--- src/design/pm_pkg.sv ---
/*
 * constants, types and register map of the suspend/resume power state
 * controller; assumes a 40 mhz clock and an avalon-mm register bus.
 */
package pm_pkg;
    localparam logic [4:0] OFF_CTRL = 5'h00;
    localparam logic [4:0] OFF_WAKE_EN = 5'h04;
    localparam logic [4:0] OFF_WAKE_STS = 5'h08;
    localparam logic [4:0] OFF_IDLE = 5'h0c;
    localparam logic [4:0] OFF_STATUS = 5'h10;

    localparam int CTRL_TYPE_LSB = 0;
    localparam int CTRL_EN_BIT = 2;
    localparam int CTRL_DEPTH_LSB = 3;
    localparam int COVER_POL_BIT = 10;
    localparam int SMI_STS_BIT = 10;
    localparam int IDLE_RES_LSB = 8;
    localparam int IDLE_RUN_BIT = 10;
    localparam int STAT_PINS_LSB = 6;

    localparam logic [1:0] RST_TYPE = 2'h0;
    localparam logic [9:0] RST_WAKE_EN = 10'h000;
    localparam logic [7:0] RST_IDLE_RELOAD = 8'hff;

    localparam logic [1:0] TYPE_POS = 2'h0;
    localparam logic [1:0] TYPE_STR = 2'h1;
    localparam logic [1:0] TYPE_STD = 2'h2;
    localparam logic [2:0] DEPTH_POS = 3'h3;

    localparam int W_BUTTON = 0;
    localparam int W_COVER = 1;
    localparam int W_GENERAL = 2;
    localparam int W_EXTREQ = 3;
    localparam int W_TARGET = 4;
    localparam int W_MODEM = 5;
    localparam int W_RTC = 6;
    localparam int W_IDLE = 7;
    localparam int W_IRQ = 8;
    localparam int W_USB = 9;
    localparam int NUM_WAKE = 10;
    localparam logic [15:0] IRQ_WAKE_MASK = 16'hfefa;

    localparam int CLK_PERIOD_NS = 25;
    localparam int SLOW_PERIOD_NS = 32000;
    localparam int SLOW_DIV = (SLOW_PERIOD_NS + CLK_PERIOD_NS - 1)
        / CLK_PERIOD_NS;
    localparam int DEBOUNCE_MS = 16;
    localparam int DEBOUNCE_TICKS = (DEBOUNCE_MS * 1000000
        + SLOW_PERIOD_NS - 1) / SLOW_PERIOD_NS;
    localparam int MIN_WIDTH_US = 64;
    localparam int MIN_WIDTH_TICKS = (MIN_WIDTH_US * 1000
        + SLOW_PERIOD_NS - 1) / SLOW_PERIOD_NS;
    localparam int IDLE_RES0_MS = 1000;
    localparam int IDLE_RES1_MS = 8000;
    localparam int IDLE_RES2_MS = 32000;
    localparam int IDLE_RES3_MS = 120000;
    localparam int IDLE_RES0_TICKS = IDLE_RES0_MS * 1000 / 32;
    localparam int IDLE_RES1_TICKS = IDLE_RES1_MS * 1000 / 32;
    localparam int IDLE_RES2_TICKS = IDLE_RES2_MS * 1000 / 32;
    localparam int IDLE_RES3_TICKS = IDLE_RES3_MS * 1000 / 32;

    typedef enum logic [2:0] {
        ST_MECHANICAL_POWER_OFF, ST_RELEASE, ST_ON, ST_ENTER, ST_SLEEP, ST_EXIT
    } pm_state_e;

    typedef struct packed {
        logic reset_n;
        logic host_n;
        logic periph_n;
        logic a_n;
        logic b_n;
        logic c_n;
    } pm_pins_s;
endpackage

--- src/design/suspend_resume_power_state_control.sv ---
/*
 * suspend/resume sequencer: power-state outputs, wake qualification,
 * global idle timer and avalon-mm register slave.
 * assumes all inputs synchronous to clk and a suspend-well power-good.
 */
// The implementer's own choices: the address map and the Avalon-MM slave port.
`timescale 1ns/1ps
module suspend_resume_power_state_control #(
    parameter int SLOW_DIV = pm_pkg::SLOW_DIV,
    parameter int DEBOUNCE_TICKS = pm_pkg::DEBOUNCE_TICKS,
    parameter int IDLE_UNIT0 = pm_pkg::IDLE_RES0_TICKS,
    parameter int IDLE_UNIT1 = pm_pkg::IDLE_RES1_TICKS,
    parameter int IDLE_UNIT2 = pm_pkg::IDLE_RES2_TICKS,
    parameter int IDLE_UNIT3 = pm_pkg::IDLE_RES3_TICKS
) (
    input wire logic clk, // 40 mhz
    input wire logic rst_n, // async reset
    input wire logic [4:0] address, // byte address
    input wire logic read, // bus read
    input wire logic write, // bus write
    input wire logic [3:0] byteenable, // write lanes
    input wire logic [31:0] writedata, // write data
    output logic [31:0] readdata, // read data
    output logic waitrequest, // bus stall
    input wire logic suspend_power_ok, // suspend well powered
    input wire logic power_button_n, // button, low active
    input wire logic cover_switch_input, // cover switch
    input wire logic general_wake_input, // general input one
    input wire logic external_mgmt_request_n, // external request
    input wire logic smbus_wake, // smbus match or alert
    input wire logic modem_wake_n, // ring, low active
    input wire logic rtc_alarm, // internal rtc alarm
    input wire logic [15:0] irq_wake, // interrupt lines
    input wire logic usb_resume, // usb resume signalling
    input wire logic system_activity, // idle timer reload pulse
    output logic suspend_well_reset_n, // suspend well reset
    output logic host_suspend_status_n, // to host bridge
    output logic peripheral_suspend_status_n, // to peripherals
    output logic plane_a_off_n, // plane a control
    output logic plane_b_off_n, // plane b control
    output logic plane_c_off_n, // plane c control
    output logic slow_suspend_clock, // refresh clock
    output logic system_mgmt_interrupt_n, // idle expiry
    output logic full_system_reset_n // resume reset
);
    typedef struct packed {
        pm_pkg::pm_state_e state;
        logic [2:0] depth;
        logic [2:0] target;
        logic [1:0] stype;
        logic pend;
        logic [11:0] div;
        logic tick;
        logic [pm_pkg::NUM_WAKE-1:0] s1;
        logic [pm_pkg::NUM_WAKE-1:0] s2;
        logic [1:0][9:0] deb;
        logic [3:0][1:0] wid;
        logic [pm_pkg::NUM_WAKE-1:0] wake_en;
        logic cover_pol;
        logic [pm_pkg::NUM_WAKE-1:0] sts;
        logic smi_sts;
        logic [7:0] idle_reload;
        logic [1:0] idle_res;
        logic idle_run;
        logic [7:0] idle_cnt;
        logic [21:0] idle_pre;
        logic idle_exp;
        pm_pkg::pm_pins_s pins;
        logic sck;
        logic rst_sys_n;
        logic waitreq;
        logic [31:0] rdata;
    } st_s;

    st_s st;
    st_s next_st;
    logic [pm_pkg::NUM_WAKE-1:0] raw;
    logic [pm_pkg::NUM_WAKE-1:0] qual;
    logic [pm_pkg::NUM_WAKE-1:0] allow;
    logic [pm_pkg::NUM_WAKE-1:0] ev;
    logic [9:0] wclr;
    logic [21:0] unit;
    logic [31:0] lanes;
    logic [31:0] bmask;

    function automatic logic [31:0] lane_mask(input logic [3:0] be);
        lane_mask = {{8{be[3]}}, {8{be[2]}}, {8{be[1]}}, {8{be[0]}}};
    endfunction

    function automatic logic [2:0] type_depth(input logic [1:0] t);
        type_depth = (t == pm_pkg::TYPE_POS) ? 3'h3 :
            (t == pm_pkg::TYPE_STR) ? 3'h4 : 3'h5;
    endfunction

    function automatic pm_pkg::pm_pins_s pins_of(
        input pm_pkg::pm_state_e s, input logic [2:0] d);
        logic on;
        on = (s != pm_pkg::ST_MECHANICAL_POWER_OFF);
        pins_of.reset_n = on;
        pins_of.host_n = on && d < 3'h1;
        pins_of.periph_n = on && d < 3'h2;
        pins_of.a_n = on && d < 3'h3;
        pins_of.b_n = on && d < 3'h4;
        pins_of.c_n = on && d < 3'h5;
    endfunction

    // raw wake levels, active high; idle comes from the timer itself
    always_comb begin
        raw = '0;
        raw[pm_pkg::W_BUTTON] = !power_button_n;
        raw[pm_pkg::W_COVER] = (cover_switch_input == st.cover_pol);
        raw[pm_pkg::W_GENERAL] = general_wake_input;
        raw[pm_pkg::W_EXTREQ] = !external_mgmt_request_n;
        raw[pm_pkg::W_TARGET] = smbus_wake;
        raw[pm_pkg::W_MODEM] = !modem_wake_n;
        raw[pm_pkg::W_RTC] = rtc_alarm;
        raw[pm_pkg::W_IRQ] = |(irq_wake & pm_pkg::IRQ_WAKE_MASK);
        raw[pm_pkg::W_USB] = usb_resume;
    end

    always_comb begin
        qual = st.s2;
        for (int i = 0; i < 2; i++) begin
            qual[i] = st.deb[i] > 10'(DEBOUNCE_TICKS);
        end
        for (int i = 0; i < 4; i++) begin
            qual[i < 2 ? i + 2 : i + 6] =
                st.wid[i] >= 2'(pm_pkg::MIN_WIDTH_TICKS);
        end
        qual[pm_pkg::W_IDLE] = st.idle_exp;
        allow = '1;
        if (st.target != pm_pkg::DEPTH_POS) begin
            allow[pm_pkg::W_IRQ] = 1'b0;
            allow[pm_pkg::W_USB] = 1'b0;
        end
        ev = qual & st.wake_en & allow;
    end

    always_comb begin
        unique case (st.idle_res)
            2'h0: unit = 22'(IDLE_UNIT0);
            2'h1: unit = 22'(IDLE_UNIT1);
            2'h2: unit = 22'(IDLE_UNIT2);
            2'h3: unit = 22'(IDLE_UNIT3);
        endcase
    end

    assign lanes = lane_mask(byteenable);
    assign bmask = lanes & writedata;

    always_comb begin
        next_st = st;
        wclr = '0;
        next_st.tick = 1'b0;
        next_st.idle_exp = 1'b0;
        next_st.div = st.div + 12'h001;
        if (st.div == 12'(SLOW_DIV - 1)) begin
            next_st.div = '0;
            next_st.tick = 1'b1;
        end
        // bus: one wait cycle, effect at the edge waitrequest is low
        next_st.waitreq = !((read || write) && st.waitreq);
        if (read && st.waitreq) begin
            unique case (address)
                pm_pkg::OFF_CTRL: next_st.rdata = 32'({st.depth,
                    st.pend || st.state == pm_pkg::ST_ENTER, st.stype});
                pm_pkg::OFF_WAKE_EN:
                    next_st.rdata = 32'({st.cover_pol, st.wake_en});
                pm_pkg::OFF_WAKE_STS:
                    next_st.rdata = 32'({st.smi_sts, st.sts});
                pm_pkg::OFF_IDLE: next_st.rdata = 32'({st.idle_run,
                    st.idle_res, st.idle_reload});
                pm_pkg::OFF_STATUS: next_st.rdata = 32'({st.pins,
                    st.depth, 3'(st.state)});
                default: next_st.rdata = '0;
            endcase
        end
        if (write && !st.waitreq) begin
            unique case (address)
                pm_pkg::OFF_CTRL: if (byteenable[0]) begin
                    next_st.stype = writedata[1:0];
                    if (writedata[pm_pkg::CTRL_EN_BIT]) begin
                        next_st.pend = 1'b1;
                    end
                end
                pm_pkg::OFF_WAKE_EN: begin
                    next_st.wake_en = (st.wake_en & ~lanes[9:0]) | bmask[9:0];
                    if (byteenable[1]) begin
                        next_st.cover_pol = writedata[pm_pkg::COVER_POL_BIT];
                    end
                end
                pm_pkg::OFF_WAKE_STS: begin
                    wclr = bmask[9:0];
                    if (bmask[pm_pkg::SMI_STS_BIT]) begin
                        next_st.smi_sts = 1'b0;
                    end
                end
                pm_pkg::OFF_IDLE: begin
                    if (byteenable[0]) begin
                        next_st.idle_reload = writedata[7:0];
                    end
                    if (byteenable[1]) begin
                        next_st.idle_res = writedata[9:8];
                        next_st.idle_run = writedata[pm_pkg::IDLE_RUN_BIT];
                    end
                    next_st.idle_cnt = next_st.idle_reload;
                    next_st.idle_pre = '0;
                end
                default: ;
            endcase
        end
        next_st.sts = st.sts & ~wclr;
        // wake inputs are only looked at once per slow tick
        if (st.tick) begin
            next_st.s1 = raw;
            next_st.s2 = st.s1;
            for (int i = 0; i < 2; i++) begin
                if (!st.s2[i]) begin
                    next_st.deb[i] = '0;
                end else if (st.deb[i] <= 10'(DEBOUNCE_TICKS)) begin
                    next_st.deb[i] = st.deb[i] + 10'h001;
                end
            end
            for (int i = 0; i < 4; i++) begin
                if (!st.s2[i < 2 ? i + 2 : i + 6]) begin
                    next_st.wid[i] = '0;
                end else if (st.wid[i] != 2'h3) begin
                    next_st.wid[i] = st.wid[i] + 2'h1;
                end
            end
        end
        // idle timer keeps counting in sleep so it can wake the system
        if (system_activity && st.state == pm_pkg::ST_ON) begin
            next_st.idle_cnt = st.idle_reload;
            next_st.idle_pre = '0;
        end else if (st.tick && st.idle_run && st.idle_cnt != 8'h00) begin
            next_st.idle_pre = st.idle_pre + 22'h000001;
            if (st.idle_pre >= unit - 22'h000001) begin
                next_st.idle_pre = '0;
                next_st.idle_cnt = st.idle_cnt - 8'h01;
                next_st.idle_exp = (st.idle_cnt == 8'h01);
            end
        end
        if (st.idle_exp && st.state == pm_pkg::ST_ON) begin
            next_st.smi_sts = 1'b1;
        end
        unique case (st.state)
            pm_pkg::ST_MECHANICAL_POWER_OFF: if (st.tick) begin
                next_st.state = pm_pkg::ST_RELEASE;
                next_st.depth = 3'h5;
            end
            pm_pkg::ST_RELEASE: if (st.tick) begin
                next_st.state = pm_pkg::ST_ON;
                next_st.depth = '0;
            end
            pm_pkg::ST_ON: if (st.tick && st.pend) begin
                next_st.state = pm_pkg::ST_ENTER;
                next_st.target = type_depth(st.stype);
                next_st.pend = 1'b0;
            end
            pm_pkg::ST_ENTER: if (st.tick) begin
                if (st.depth < st.target) begin
                    next_st.depth = st.depth + 3'h1;
                end else begin
                    next_st.state = pm_pkg::ST_SLEEP;
                end
            end
            pm_pkg::ST_SLEEP: if (|ev) begin
                next_st.sts = next_st.sts | ev;
                next_st.state = pm_pkg::ST_EXIT;
            end
            pm_pkg::ST_EXIT: if (st.tick) begin
                if (st.depth != 3'h0) begin
                    next_st.depth = st.depth - 3'h1;
                end else begin
                    next_st.state = pm_pkg::ST_ON;
                end
            end
        endcase
        if (!suspend_power_ok) begin
            next_st.state = pm_pkg::ST_MECHANICAL_POWER_OFF;
            next_st.depth = 3'h5;
        end
        next_st.pins = pins_of(next_st.state, next_st.depth);
        next_st.sck = next_st.div < 12'(SLOW_DIV / 2) &&
            next_st.state == pm_pkg::ST_SLEEP &&
            st.target != 3'h5;
        next_st.rst_sys_n = !(next_st.state == pm_pkg::ST_EXIT &&
            st.target > pm_pkg::DEPTH_POS);
    end

    always_ff @(posedge clk or negedge rst_n) begin
        if (!rst_n) begin
            st <= '{state: pm_pkg::ST_MECHANICAL_POWER_OFF, depth: 3'h5, target: 3'h3,
                stype: pm_pkg::RST_TYPE, wake_en: pm_pkg::RST_WAKE_EN,
                idle_reload: pm_pkg::RST_IDLE_RELOAD, rst_sys_n: 1'b1,
                waitreq: 1'b1, default: '0};
        end else begin
            st <= next_st;
        end
    end

    assign readdata = st.rdata;
    assign waitrequest = st.waitreq;
    assign suspend_well_reset_n = st.pins.reset_n;
    assign host_suspend_status_n = st.pins.host_n;
    assign peripheral_suspend_status_n = st.pins.periph_n;
    assign plane_a_off_n = st.pins.a_n;
    assign plane_b_off_n = st.pins.b_n;
    assign plane_c_off_n = st.pins.c_n;
    assign slow_suspend_clock = st.sck;
    assign system_mgmt_interrupt_n = !st.smi_sts;
    assign full_system_reset_n = st.rst_sys_n;
endmodule

--- config.mk ---
export PLATFORM = sky130hd
export DESIGN_NAME = suspend_resume_power_state_control
export DESIGN_NICKNAME = d
export VERILOG_FILES = /design/src/design/pm_pkg.sv /design/src/design/suspend_resume_power_state_control.sv
export SDC_FILE = /design/constraint.sdc
export NUM_CORES = 1
export LEC_CHECK = 0
export ABC_AREA = 1
export ABC_CLOCK_PERIOD_IN_PS = 2650
export BUFFER_PORTS_ARGS = -buffer_cell sky130_fd_sc_hd__buf_2
export CAP_MARGIN = 20
export CORE_MARGIN = 1
export CORE_UTILIZATION = 56
export CTS_CLUSTER_DIAMETER = 120
export DETAILED_ROUTE_END_ITERATION = 7
export GPL_TIMING_DRIVEN = 0
export HOLD_SLACK_MARGIN = 0.02
export PLACE_DENSITY = 0.81
export SLEW_MARGIN = 20
export SYNTH_ARGS = -nofsm -noshare
export SYNTH_HDL_FRONTEND = slang
export SYNTH_SLANG_ARGS = --single-unit
--- constraint.sdc ---
create_clock -name clk -period 2.65 [get_ports clk]
set_input_delay 0.53 -clock clk [delete_from_list [all_inputs] [get_ports clk]]
set_output_delay 0.53 -clock clk [all_outputs]
set_load 0.02 [all_outputs]
## Word level (Yosys, flattened, before mapping)

Index checks and enable logic that the tools add are counted.

| word-level totals | value |
|---|---|
| bits of input ports | 71 |
| word-level logic and storage cells | 208 |
| bits in registers | 176 |
| output and inout bits | 42 |

| operators by class | value |
|---|---|
| bitwise logic cells | 9 |
| mux-type cells | 52 |
| add/sub/neg operators | 12 |
| reduce and logical (&&, ||, !) cells | 53 |
| order comparisons | 17 |
| equality and inequality tests | 30 |

Operators by type and width:

| kind | number |
|---|---|
| $pmux W22 S4 | 1 |
| $mux W10 | 8 |
| $mux W31 | 2 |
| $pmux W12 S5 | 1 |
| $mux W42 | 1 |
| $mux W41 | 1 |
| $and A10 B10 Y10 | 4 |
| $mux W30 | 1 |
| $mux W6 | 5 |
| $mux W3 | 8 |
| $add A22 B1 Y22 const B | 1 |
| $ge A22 B22 Y1 | 1 |
| $sub A22 B1 Y22 const B | 1 |
| $add A10 B1 Y10 const B | 2 |
| $gt A10 B9 Y1 const B | 2 |
| $le A10 B9 Y1 const B | 2 |
| $not A10 Y10 | 2 |
| $or A10 B10 Y10 | 2 |
| $reduce_and A2 Y1 | 10 |
| $mux W2 | 9 |
| $pmux W3 S6 | 1 |
| $logic_and A1 B1 Y1 | 16 |
| $mux W13 | 1 |
| $reduce_or A13 Y1 | 1 |
| other kinds (41) | 90 |

## Depth between registers and ports, before layout

Gate-level depths: netlist of run 1.

| depth | value |
|---|---|
| depth after elaboration | 10 |
| depth in mapped cells | 17 |
| gate-level depth less buffers | 16 |

## Worst setup path after synthesis of run 1

No wires, ideal clock.

| timing | value |
|---|---|
| path kind | register to register |
| start point | register st[73] (netlist bit) |
| end point | register st[71] (netlist bit) |
| period minus slack after synthesis | 2,297 ps |
| library setup time | 134 ps |
| cell stages (with the launch flop) | 16 |
| data arrival time | 2,163 ps |
| buffers on the path | 1 |
| path slack | 353 ps |
| required time | 2,516 ps |
| cell sequence | dfrtp_1 > inv_1 > ha_1 > nor2_1 > nand3_1 > ha_1 > nand2_1 > nor2_1 > nand4_1 > nor2_1 > nand2_1 > nand3_2 > buf_2 > nand3_1 > nand3_1 > o21ai_0 |

RTL lines:

| item | line | text |
|---|---|---|
| start, declared | suspend_resume_power_state_control.sv:75 | `st_s st;` |
| start signal, assigned | suspend_resume_power_state_control.sv:294 | `st <= '{state: pm_pkg::ST_MECHANICAL_POWER_OFF, depth: 3'h5, target: 3'h3,` |
| start signal, assigned | suspend_resume_power_state_control.sv:299 | `st <= next_st;` |

==> results of run 1 <==
[metal layers]
| layer | track usage, % | vias up | routed length (µm) |
|---|---|---|---|
| met5 | 0 | - | 0 |
| met4 | 11.4 | 0 | 671 |
| met3 | 4.75 | 53 | 1260 |
| met2 | 45.9 | 301 | 11000 |
| met1 | 36.1 | 3928 | 9960 |
| li1 | - | 4105 | - |
[kinds of logic (layout without fill, tap and decap cells)]
family	after synthesis	in the layout
xor gates and xnor gates	24	24
and+or+nand+nor	573	573
buffers and inverters	215	315
adders and majority gates	52	52
other	2	21
AOI/OAI and AO/OA	194	194
DFF	156	156
[layout by cell type (no fill, tap or decap), types with 4 or more instances in the layout]
cell type,n
inv_1,147
conb_1,21
o31ai_1,6
nand3_1,70
dfrtp_1,140
clkinv_4,4
dfstp_2,14
inv_2,12
a21oi_2,4
inv_6,4
xor2_1,19
nand4_1,17
buf_2,71
o21ai_0,91
o221ai_1,4
nor3_1,17
buf_4,38
o21ai_1,14
o22ai_1,17
nand3_2,6
clkinv_2,4
nor2_1,96
clkbuf_1,5
xnor2_1,5
clkbuf_16,17
nand3b_1,5
nand2_1,325
nor2_2,10
ha_1,50
nor4_1,9
a21oi_1,40
[timing repair]
item | CTS | global route
pin swaps | 0 | 1
buffers inserted | 0 | 2
resized for setup | 4 | 11
endpoints found under the setup margin | 13 | 26
hold buffers | 0 | 0
[critical path, cell delays in order (launching register included)]
cell and delay (ns):
dfrtp_2 0.44, buf_4 0.16, ha_1 0.26, nor2_1 0.13
nor2_1 0.05, ha_1 0.28, nand2_1 0.10, nor2_1 0.05
o21ai_0 0.10, nand3_1 0.13, nand2_1 0.14, nand3_4 0.13
buf_6 0.17, a21boi_0 0.18, nor2_1 0.08, nor2_1 0.08
[path summary, 6_finish.rpt]
check                      slack (ns)    start     endpoint  cells past startpoint
max                              0.10   st[73]       st[70]                     15
min                              0.02    rst_n       st[57]                      1
max reg2reg                      0.10   st[73]       st[70]                     15
min reg2reg                      0.47  st[154]      st[154]                      1
max in group asynchronous        1.78    rst_n      st[174]                      2
min in group clk                 0.26     read  waitrequest                      2
[per-stage QoR]
step | hold WS (ns) | power [mW]
after global placement | 0.453 | 3.13
after floorplan | 0.234 | 2.94
after global routing | 0.0607 | 5.70
after CTS | 0.0455 | 5.50
after detailed placement | 0.456 | 3.15
final | 0.0239 | 5.50
[power by group through the flow]
stage          combinational, mW  clock (mW)  sequential, mW
5_1_grt                    0.628        2.49            2.59
3_5_place_dp               0.537           0            2.62
3_3_place_gp               0.521           0            2.61
4_1_cts                    0.543        2.39            2.57
6_report                   0.560        2.37            2.57
2_1_floorplan              0.345           0            2.60
[layout make-up]
cell class / instances / share of cell area [%]
buffer: 55 / 3.49
clock buffer: 17 / 3.97
clock inverter: 15 / 1.30
inverter: 160 / 5.63
multi-input combinational: 864 / 42.9
sequential: 156 / 36.7
tap: 216 / 2.52
timing repair buffer: 68 / 3.53
==> impl_results.md, run 1 <==
- Final Net Count: 1445
- Crit share post-route: 96.1%
- GRT Total Usage: 27.7%
- Top-count cell post-synth: nand2_1
- Reg power frac: 46.8%
- Cells after synthesis: 1216
- Mux cell area share after synthesis: 0%
- Worst setup margin: 0.104 ns
- NetSw: 1.49 mW
- Arrival time worst endpoint: 2.91 ns
- Area of the multi-input gates: 4590 µm²
- Placer Congestion: 0.937
- Largest net degree at the start of global routing: 96
- Max FFs per register: 121
- CTS Buf Count: 17
- Post-route ant nets: 0
- Synth Area in Adders: 6.94%
- Commonest cells post-synth: 325 x nand2_1, 149 x inv_1, 142 x dfrtp_1
- Half-perimeter wire length after placement: 16500 µm
- Slew Limit Fails: 0
- Final Non-Filler Cells: 1551
- CTS Root Cell: clkbuf_16
- Pint: 4.01 mW
- Pwr Density: 514 nW/µm²
- First-pass GRT wire length: 38600 µm
- ANT cells: 0
- Clk Latency, worst-skew pair: 0.43 ns
- Min-delay worst type: in2async
- Crit Path Max Fanout: 10
- Clk pwr share: 43.0%
- Die Wd: 131 µm
- Compound-Gate Fraction of Synth Area: 11.6%
- Least-Margin Pin Slew: 0.545 ns
- IO Port Bufs: 65
- Bufs on Longest Clock Path: 2
- WL per Instance: 14.8 µm
- Worst-path clk slew: 0.06 ns
- Inst Count DP: 1517
- Status: complete, no violations
- Logic pwr share: 10.2%
- Die Ht: 131 µm
- Post-Synthesis Cell Area: 9370 µm²
- Net Sw Frac: 27.1%
- Vias: 8387
- Peak supply drop: 0.490 mV
- Post-synthesis async set-or-reset flop share: 100%
- First-pass detailed-route iteration total: 5
- Yosys top cell by area: dfrtp_1
- CTS Sinks: 156
- Main combinational cell family by area after synthesis: simple AND/OR/NAND/NOR gates
- Area of the core: 16100 µm²
- Number of global-route vias before repair: 8169
- Critical Path RT: 3.01 ns
- Setup TNS: 0 ns
- Finished Core Util: 66.4%
- F_max: 393 MHz
- Layout Area Growth over Synthesis: 14.2%
- Antenna violations before repair: 0
- EDFF count, synth: 0
- Setup violations, final: 0
- Synth warnings: 0
- Pre-CTS WS: -0.127 ns
- Crit path kind: reg2reg
- Largest reg by FF count: st
- Synthesis-stage register bit count: 156
- Synth area leaders: dfrtp_1 38%, nand2_1 13%, ha_1 6.9%, inv_1 6.0%, o21ai_0 4.9%
- Max-Cap Viols: 0
- Simple-gate area share of the yosys netlist: 27.0%
- CTS H-tree depth: 4
- Seq. cell area: 3920 µm²
- Period minus WS final: 2.55 ns
- Iter 0 DRT Violations: 732
- Xor and xnor area share after synthesis: 2.24%
- Worst slew margin: 63.7%
- Top-area cell type share of the netlist area: 37.9%
- Layout filler cell count: 1382
- I/O pin cnt: 113
- Layout cells sized above 1: 16.3%
- Dpl cell area: 10100 µm²
- Synth unique cells: 52
- DR DRC count: 0
- Via-per-instance ratio: 5.41
- CP Launch Type: flop
- Worst Skew: 0.00831 ns
- Total grt overflow: 0
- Dominant synthesized flop cell: dfrtp_1
- Element type at the critical path end: flop
- Final hold violation count: 0
- Mapped Avg Cell Area: 7.71 µm²
- Die area: 17300 µm²
- Drt total wl: 22900 µm
- LEAKAGE: 5.48 nW
- Fin area: 10700 µm²
- Initial core utilization: 58.2%
- Std-Cell Rows: 46
- CTS tree: built
- Sequential fraction of the synthesis area: 41.8%
Note: power is estimated with default switching activity, not from simulation.
==> run 2: changes to the inputs <==
- CORE_MARGIN: 1 -> unset
- CORE_UTILIZATION: 56 -> 59
- CTS_BUF_LIST: unset -> sky130_fd_sc_hd__clkbuf_16
- PLACE_DENSITY: 0.81 -> 0.85
==> run 2 against run 1 <==
Count of clock-buffer cells in the layout unchanged. Non-clock buffer count decreased by 1. Via count increased by 0.69%. Power increased by 0.90%. Global-route usage increased by 1.8 points. Critical endpoint is now st[52]. Largest cell class unchanged.
==> impl_results.md, run 2 (synthesis results as in run 1) <==
- Number of global-route vias before repair: 8015
- Half-perimeter wire length after placement: 16500 µm
- CTS Root Cell: clkbuf_16
- Commonest non-fill, non-tap cell in the layout: nand2_1
- Vias: 8445
- Seq. cell area: 3920 µm²
- Pre-CTS WS: -0.105 ns
- First-pass GRT wire length: 38000 µm
- Dpl cell area: 10100 µm²
- Commonest cells after routing, fill and taps aside: 324 x nand2_1, 148 x inv_1, 140 x dfrtp_1
- Setup violations, final: 0
- Largest net degree at the start of global routing: 102
- Period minus WS final: 2.52 ns
- CTS H-tree depth: 4
- Area of the core: 15400 µm²
- Worst Skew: 0.00671 ns
- Status: complete, no violations
- Clk Latency, worst-skew pair: 0.44 ns
- Critical Path RT: 3.00 ns
- Min-delay worst type: in2async
- Layout Area Growth over Synthesis: 14.2%
- WL per Instance: 14.9 µm
- Area of the multi-input gates: 4590 µm²
- First-pass detailed-route iteration total: 5
- Iter 0 DRT Violations: 785
- R2R Path Start: st[73]
- Antenna violations before repair: 0
- Final hold violation count: 0
- Max FFs per register: 121
- Total grt overflow: 0
- Layout filler cell count: 1192
- Via-per-instance ratio: 5.47
- Layout cells sized above 1: 16.1%
- Crit Path Max Fanout: 10
- Initial core utilization: 61.0%
- Placer Congestion: 0.950
- Bufs on Longest Clock Path: 2
- Number of hold buffers added after CTS: 0
- Die Ht: 128 µm
- Fin area: 10700 µm²
- CP Launch Type: flop
- Setup TNS: 0 ns
- GRT Total Usage: 29.5%
- Worst-path clk slew: 0.06 ns
- LEAKAGE: 5.48 nW
- F_max: 397 MHz
- R2r setup slk: 0.13 ns
- Crit path kind: reg2reg
- Drt total wl: 23000 µm
- Final Net Count: 1444
- Std-Cell Rows: 45
- Least-Margin Pin Slew: 0.569 ns
- Post-route ant nets: 0
- Element type at the critical path end: flop
- Crit share post-route: 95.1%
- Largest reg by FF count: st
- DR DRC count: 0
- Worst Reg-to-Reg Cells: 14
- CTS Buf Count: 17
- Max-Cap Viols: 0
- ANT cells: 0
- RR Endpoint: st[52]
- CTS Sinks: 156
- Pwr Density: 518 nW/µm²
- Die area: 16400 µm²
- I/O pin cnt: 113
- CTS tree: built
- WHS: 0.0118 ns
- Worst slew margin: 62.1%
- IO Port Bufs: 65
- Peak supply drop: 0.515 mV
- Die Wd: 128 µm
- Slew Limit Fails: 0
- Worst setup margin: 0.130 ns
- Arrival time worst endpoint: 2.87 ns
- Finished Core Util: 69.6%
[run 2: cell count changes in the layout (fill, tap and decap cells not counted), moves of 2 or more]
cell	delta
a21oi_1	+2
a21oi_2	-2
buf_6	-2
clkinv_2	-4
[run 2: cell type report]
type | count | share of cell area (%)
clock buffer | 17 | 3.97
multi-input combinational | 864 | 42.9
tap | 211 | 2.47
inverter | 160 | 5.66
sequential | 156 | 36.7
timing repair buffer | 67 | 3.46
buffer | 55 | 3.43
clock inverter | 15 | 1.47
[run 2: report_power, final]
part	switching (mW)	internal [mW]	total (mW)	leakage [nW]
Clock	1.09	1.33	2.42	0.283
Sequential	0.0726	2.50	2.57	1.96
Combinational	0.355	0.201	0.556	3.24
[run 2: stage by stage]
step	instances	total power, mW
2_1_floorplan	1235	2.94
3_5_place_dp	1512	3.15
6_report	1545	5.55
5_1_grt	1545	5.75
4_1_cts	1544	5.56
3_3_place_gp	1511	3.12
[run 2: worst max-delay path, cell delays in order, from the launching register on]
cell     delay, ns
dfrtp_2       0.46
ha_2          0.25
nor2_1        0.15
nor2_2        0.07
ha_1          0.30
nand2_1       0.10
nor2_1        0.05
o21ai_0       0.11
nand3_1       0.17
nand2_2       0.12
nand3_4       0.11
buf_4         0.20
inv_1         0.11
nand3_1       0.09
o21ai_1       0.16
[run 2: how the worst max path moves through the flow]
stage                     startpoint  endpoint  slack (ns)  depth (start not counted)
after detailed placement      st[73]    st[71]       -0.10                         15
after global placement         rst_n   st[160]       -1.23                          1
after floorplan               st[73]    st[71]        0.35                         15
after CTS                     st[74]    st[52]       -0.03                         14
final                         st[73]    st[52]        0.13                         14
after global routing          st[74]    st[69]       -0.01                         15
[run 2: timing repair]
item / CTS / global route
setup buffers: 0 / 1
setup endpoints to repair: 23 / 29
resized for setup: 2 / 16
pin swaps: 0 / 1
[run 2: routing by layer]
metal  vias to the layer above  wire length (µm)  track usage [%]
li1                       4111                 -                -
met1                      3933              9790             39.0
met2                       345             11100             48.6
met3                        56              1550             5.47
met4                         0               580             10.9
met5                         -                 0                0
==> run 3: changes to the inputs <==
==> constraint.sdc (replaced) <==
create_clock -name clk -period 2.65 [get_ports clk]
set_input_delay 0 -clock clk [delete_from_list [all_inputs] [get_ports clk]]
set_output_delay 0 -clock clk [all_outputs]
set_load 0.02 [all_outputs]
==> run 3 against run 2 <==
Cell area is 3.1% higher. Power grew 0.77%. Sequential share of layout area decreased by 1.1 points. Critical path depth down 2. Core utilization grew 2.1 points. Worst hold slack improved by 0.059 ns. Register-to-register slack about the same. Sequential power hardly changed. Die area unchanged. Clock skew is 0.0015 ns higher. Global-route usage grew 0.91 points. Final cell count increased by 2.1%. Critical path type unchanged. Critical endpoint unchanged. Largest power group unchanged.
==> impl_results.md, run 3 (synthesis results as in run 1) <==
- Via-per-instance ratio: 5.46
- Largest reg by FF count: st
- Crit path kind: reg2reg
- CP Launch Type: flop
- CTS Root Cell: clkbuf_16
- IO Port Bufs: 65
- Iter 0 DRT Violations: 966
- CTS Buf Count: 17
- Crit share post-route: 95.0%
- Die Wd: 128 µm
- Element type at the critical path end: flop
- RSZ-0062 raised after global routing: no
- ANT cells: 0
- Pwr Density: 507 nW/µm²
- Commonest cells after routing, fill and taps aside: 324 x nand2_1, 148 x inv_1, 140 x dfrtp_1
- Vias: 8612
- Pre-CTS WS: -0.105 ns
- Std-Cell Rows: 45
- Peak supply drop: 0.517 mV
- Arrival time worst endpoint: 2.87 ns
- LEAKAGE: 5.61 nW
- WL per Instance: 14.9 µm
- Worst-path clk slew: 0.07 ns
- Number of global-route vias before repair: 8269
- Area of the core: 15400 µm²
- Crit Path Max Fanout: 10
- WHS: 0.0707 ns
- Max-Cap Viols: 0
- Inst Count DP: 1512
- First-pass detailed-route iteration total: 7
- Setup violations, final: 0
- Worst Reg-to-Reg Cells: 12
- Drt total wl: 23600 µm
- Dpl cell area: 10100 µm²
- Commonest non-fill, non-tap cell in the layout: nand2_1
- CTS tree: built
- I/O pin cnt: 113
- Layout Area Growth over Synthesis: 17.7%
- CTS H-tree depth: 4
- Least-Margin Pin Slew: 0.555 ns
- Status: complete, no violations
- Final hold violation count: 0
- Largest net degree at the start of global routing: 102
- Worst slew margin: 63.0%
- Setup TNS: 0 ns
- Initial core utilization: 61.0%
- Finished Core Util: 71.8%
- Fin area: 11000 µm²
- Die Ht: 128 µm
- Half-perimeter wire length after placement: 16500 µm
- Total grt overflow: 0
- Layout cells sized above 1: 15.7%
- Antenna violations before repair: 0
- Period minus WS final: 2.52 ns
- Total chip power: 5.59 mW
- Worst Skew: 0.00817 ns
- Die area: 16400 µm²
- CTS Sinks: 156
- Final Non-Filler Cells: 1578
- Placer Congestion: 0.950
- Critical Path RT: 3.00 ns
- Slew Limit Fails: 0
- Max FFs per register: 121
- Post-route ant nets: 0
- First-pass GRT wire length: 39100 µm
- Final Net Count: 1477
- F_max: 397 MHz
- GRT Total Usage: 30.4%
- DR DRC count: 0
- Min-delay worst type: in2async
- Clk Latency, worst-skew pair: 0.44 ns
- Worst setup margin: 0.134 ns
- Bufs on Longest Clock Path: 2
==> run 3: cell count changes in the layout (fill, tap and decap cells not counted), sizes merged <==
cell         delta
dlygate4sd3    +33
==> run 3: where the power goes <==
group          leakage, nW  total, mW  internal, mW  switching, mW
sequential            1.96       2.58          2.50         0.0741
combinational         3.38      0.597         0.233          0.365
clock                0.283       2.42          1.32           1.09
total                 5.61       5.59          4.06           1.53
==> run 3: cell type report <==
| cell class | count | area [µm²] |
|---|---|---|
| Buffer | 55 | 367 |
| Clock buffer | 17 | 425 |
| Clock inverter | 15 | 158 |
| Fill cell | 1147 | 4340 |
| Inverter | 160 | 606 |
| Multi-Input combinational cell | 864 | 4590 |
| Sequential cell | 156 | 3920 |
| Tap cell | 211 | 264 |
| Timing Repair Buffer | 100 | 701 |
==> run 3: final timing paths <==
path                       slack (ns)       start       to
hold / removal                   0.07       rst_n   st[55]
setup reg to reg                 0.13      st[73]   st[52]
min in group clk                 0.07  address[2]   st[81]
hold reg to reg                  0.46     st[165]  st[153]
max in group asynchronous        1.75       rst_n  st[172]
setup / recovery                 0.13      st[73]   st[52]
==> run 3: timing repair <==
action	4_1_cts	5_1_grt
cloned	0	0
setup endpoints to repair	23	29
hold endpoints to repair	207	0
resized for setup	2	16
pin swaps	0	1
buffers inserted	0	1
hold buffers	33	0
==> run 3: per-layer routing <==
layer | part of all wire (%) | vias to the layer above | track usage [%]
met5 | 0 | - | 0
met4 | 3.1 | 0 | 13.0
li1 | - | 4176 | -
met1 | 42 | 4007 | 39.2
met2 | 49 | 364 | 50.2
met3 | 6.7 | 65 | 5.84
==> run 3: worst max-delay path, cell delays in order, from the launching register on <==
cell and delay, ns:
dfrtp_2 0.45, inv_4 0.09, ha_1 0.36, inv_1 0.06
ha_1 0.30, a21oi_1 0.15, nand2_1 0.07, a21oi_1 0.22
nand3_4 0.15, buf_4 0.20, inv_1 0.11, nand3_1 0.10
o21ai_1 0.16
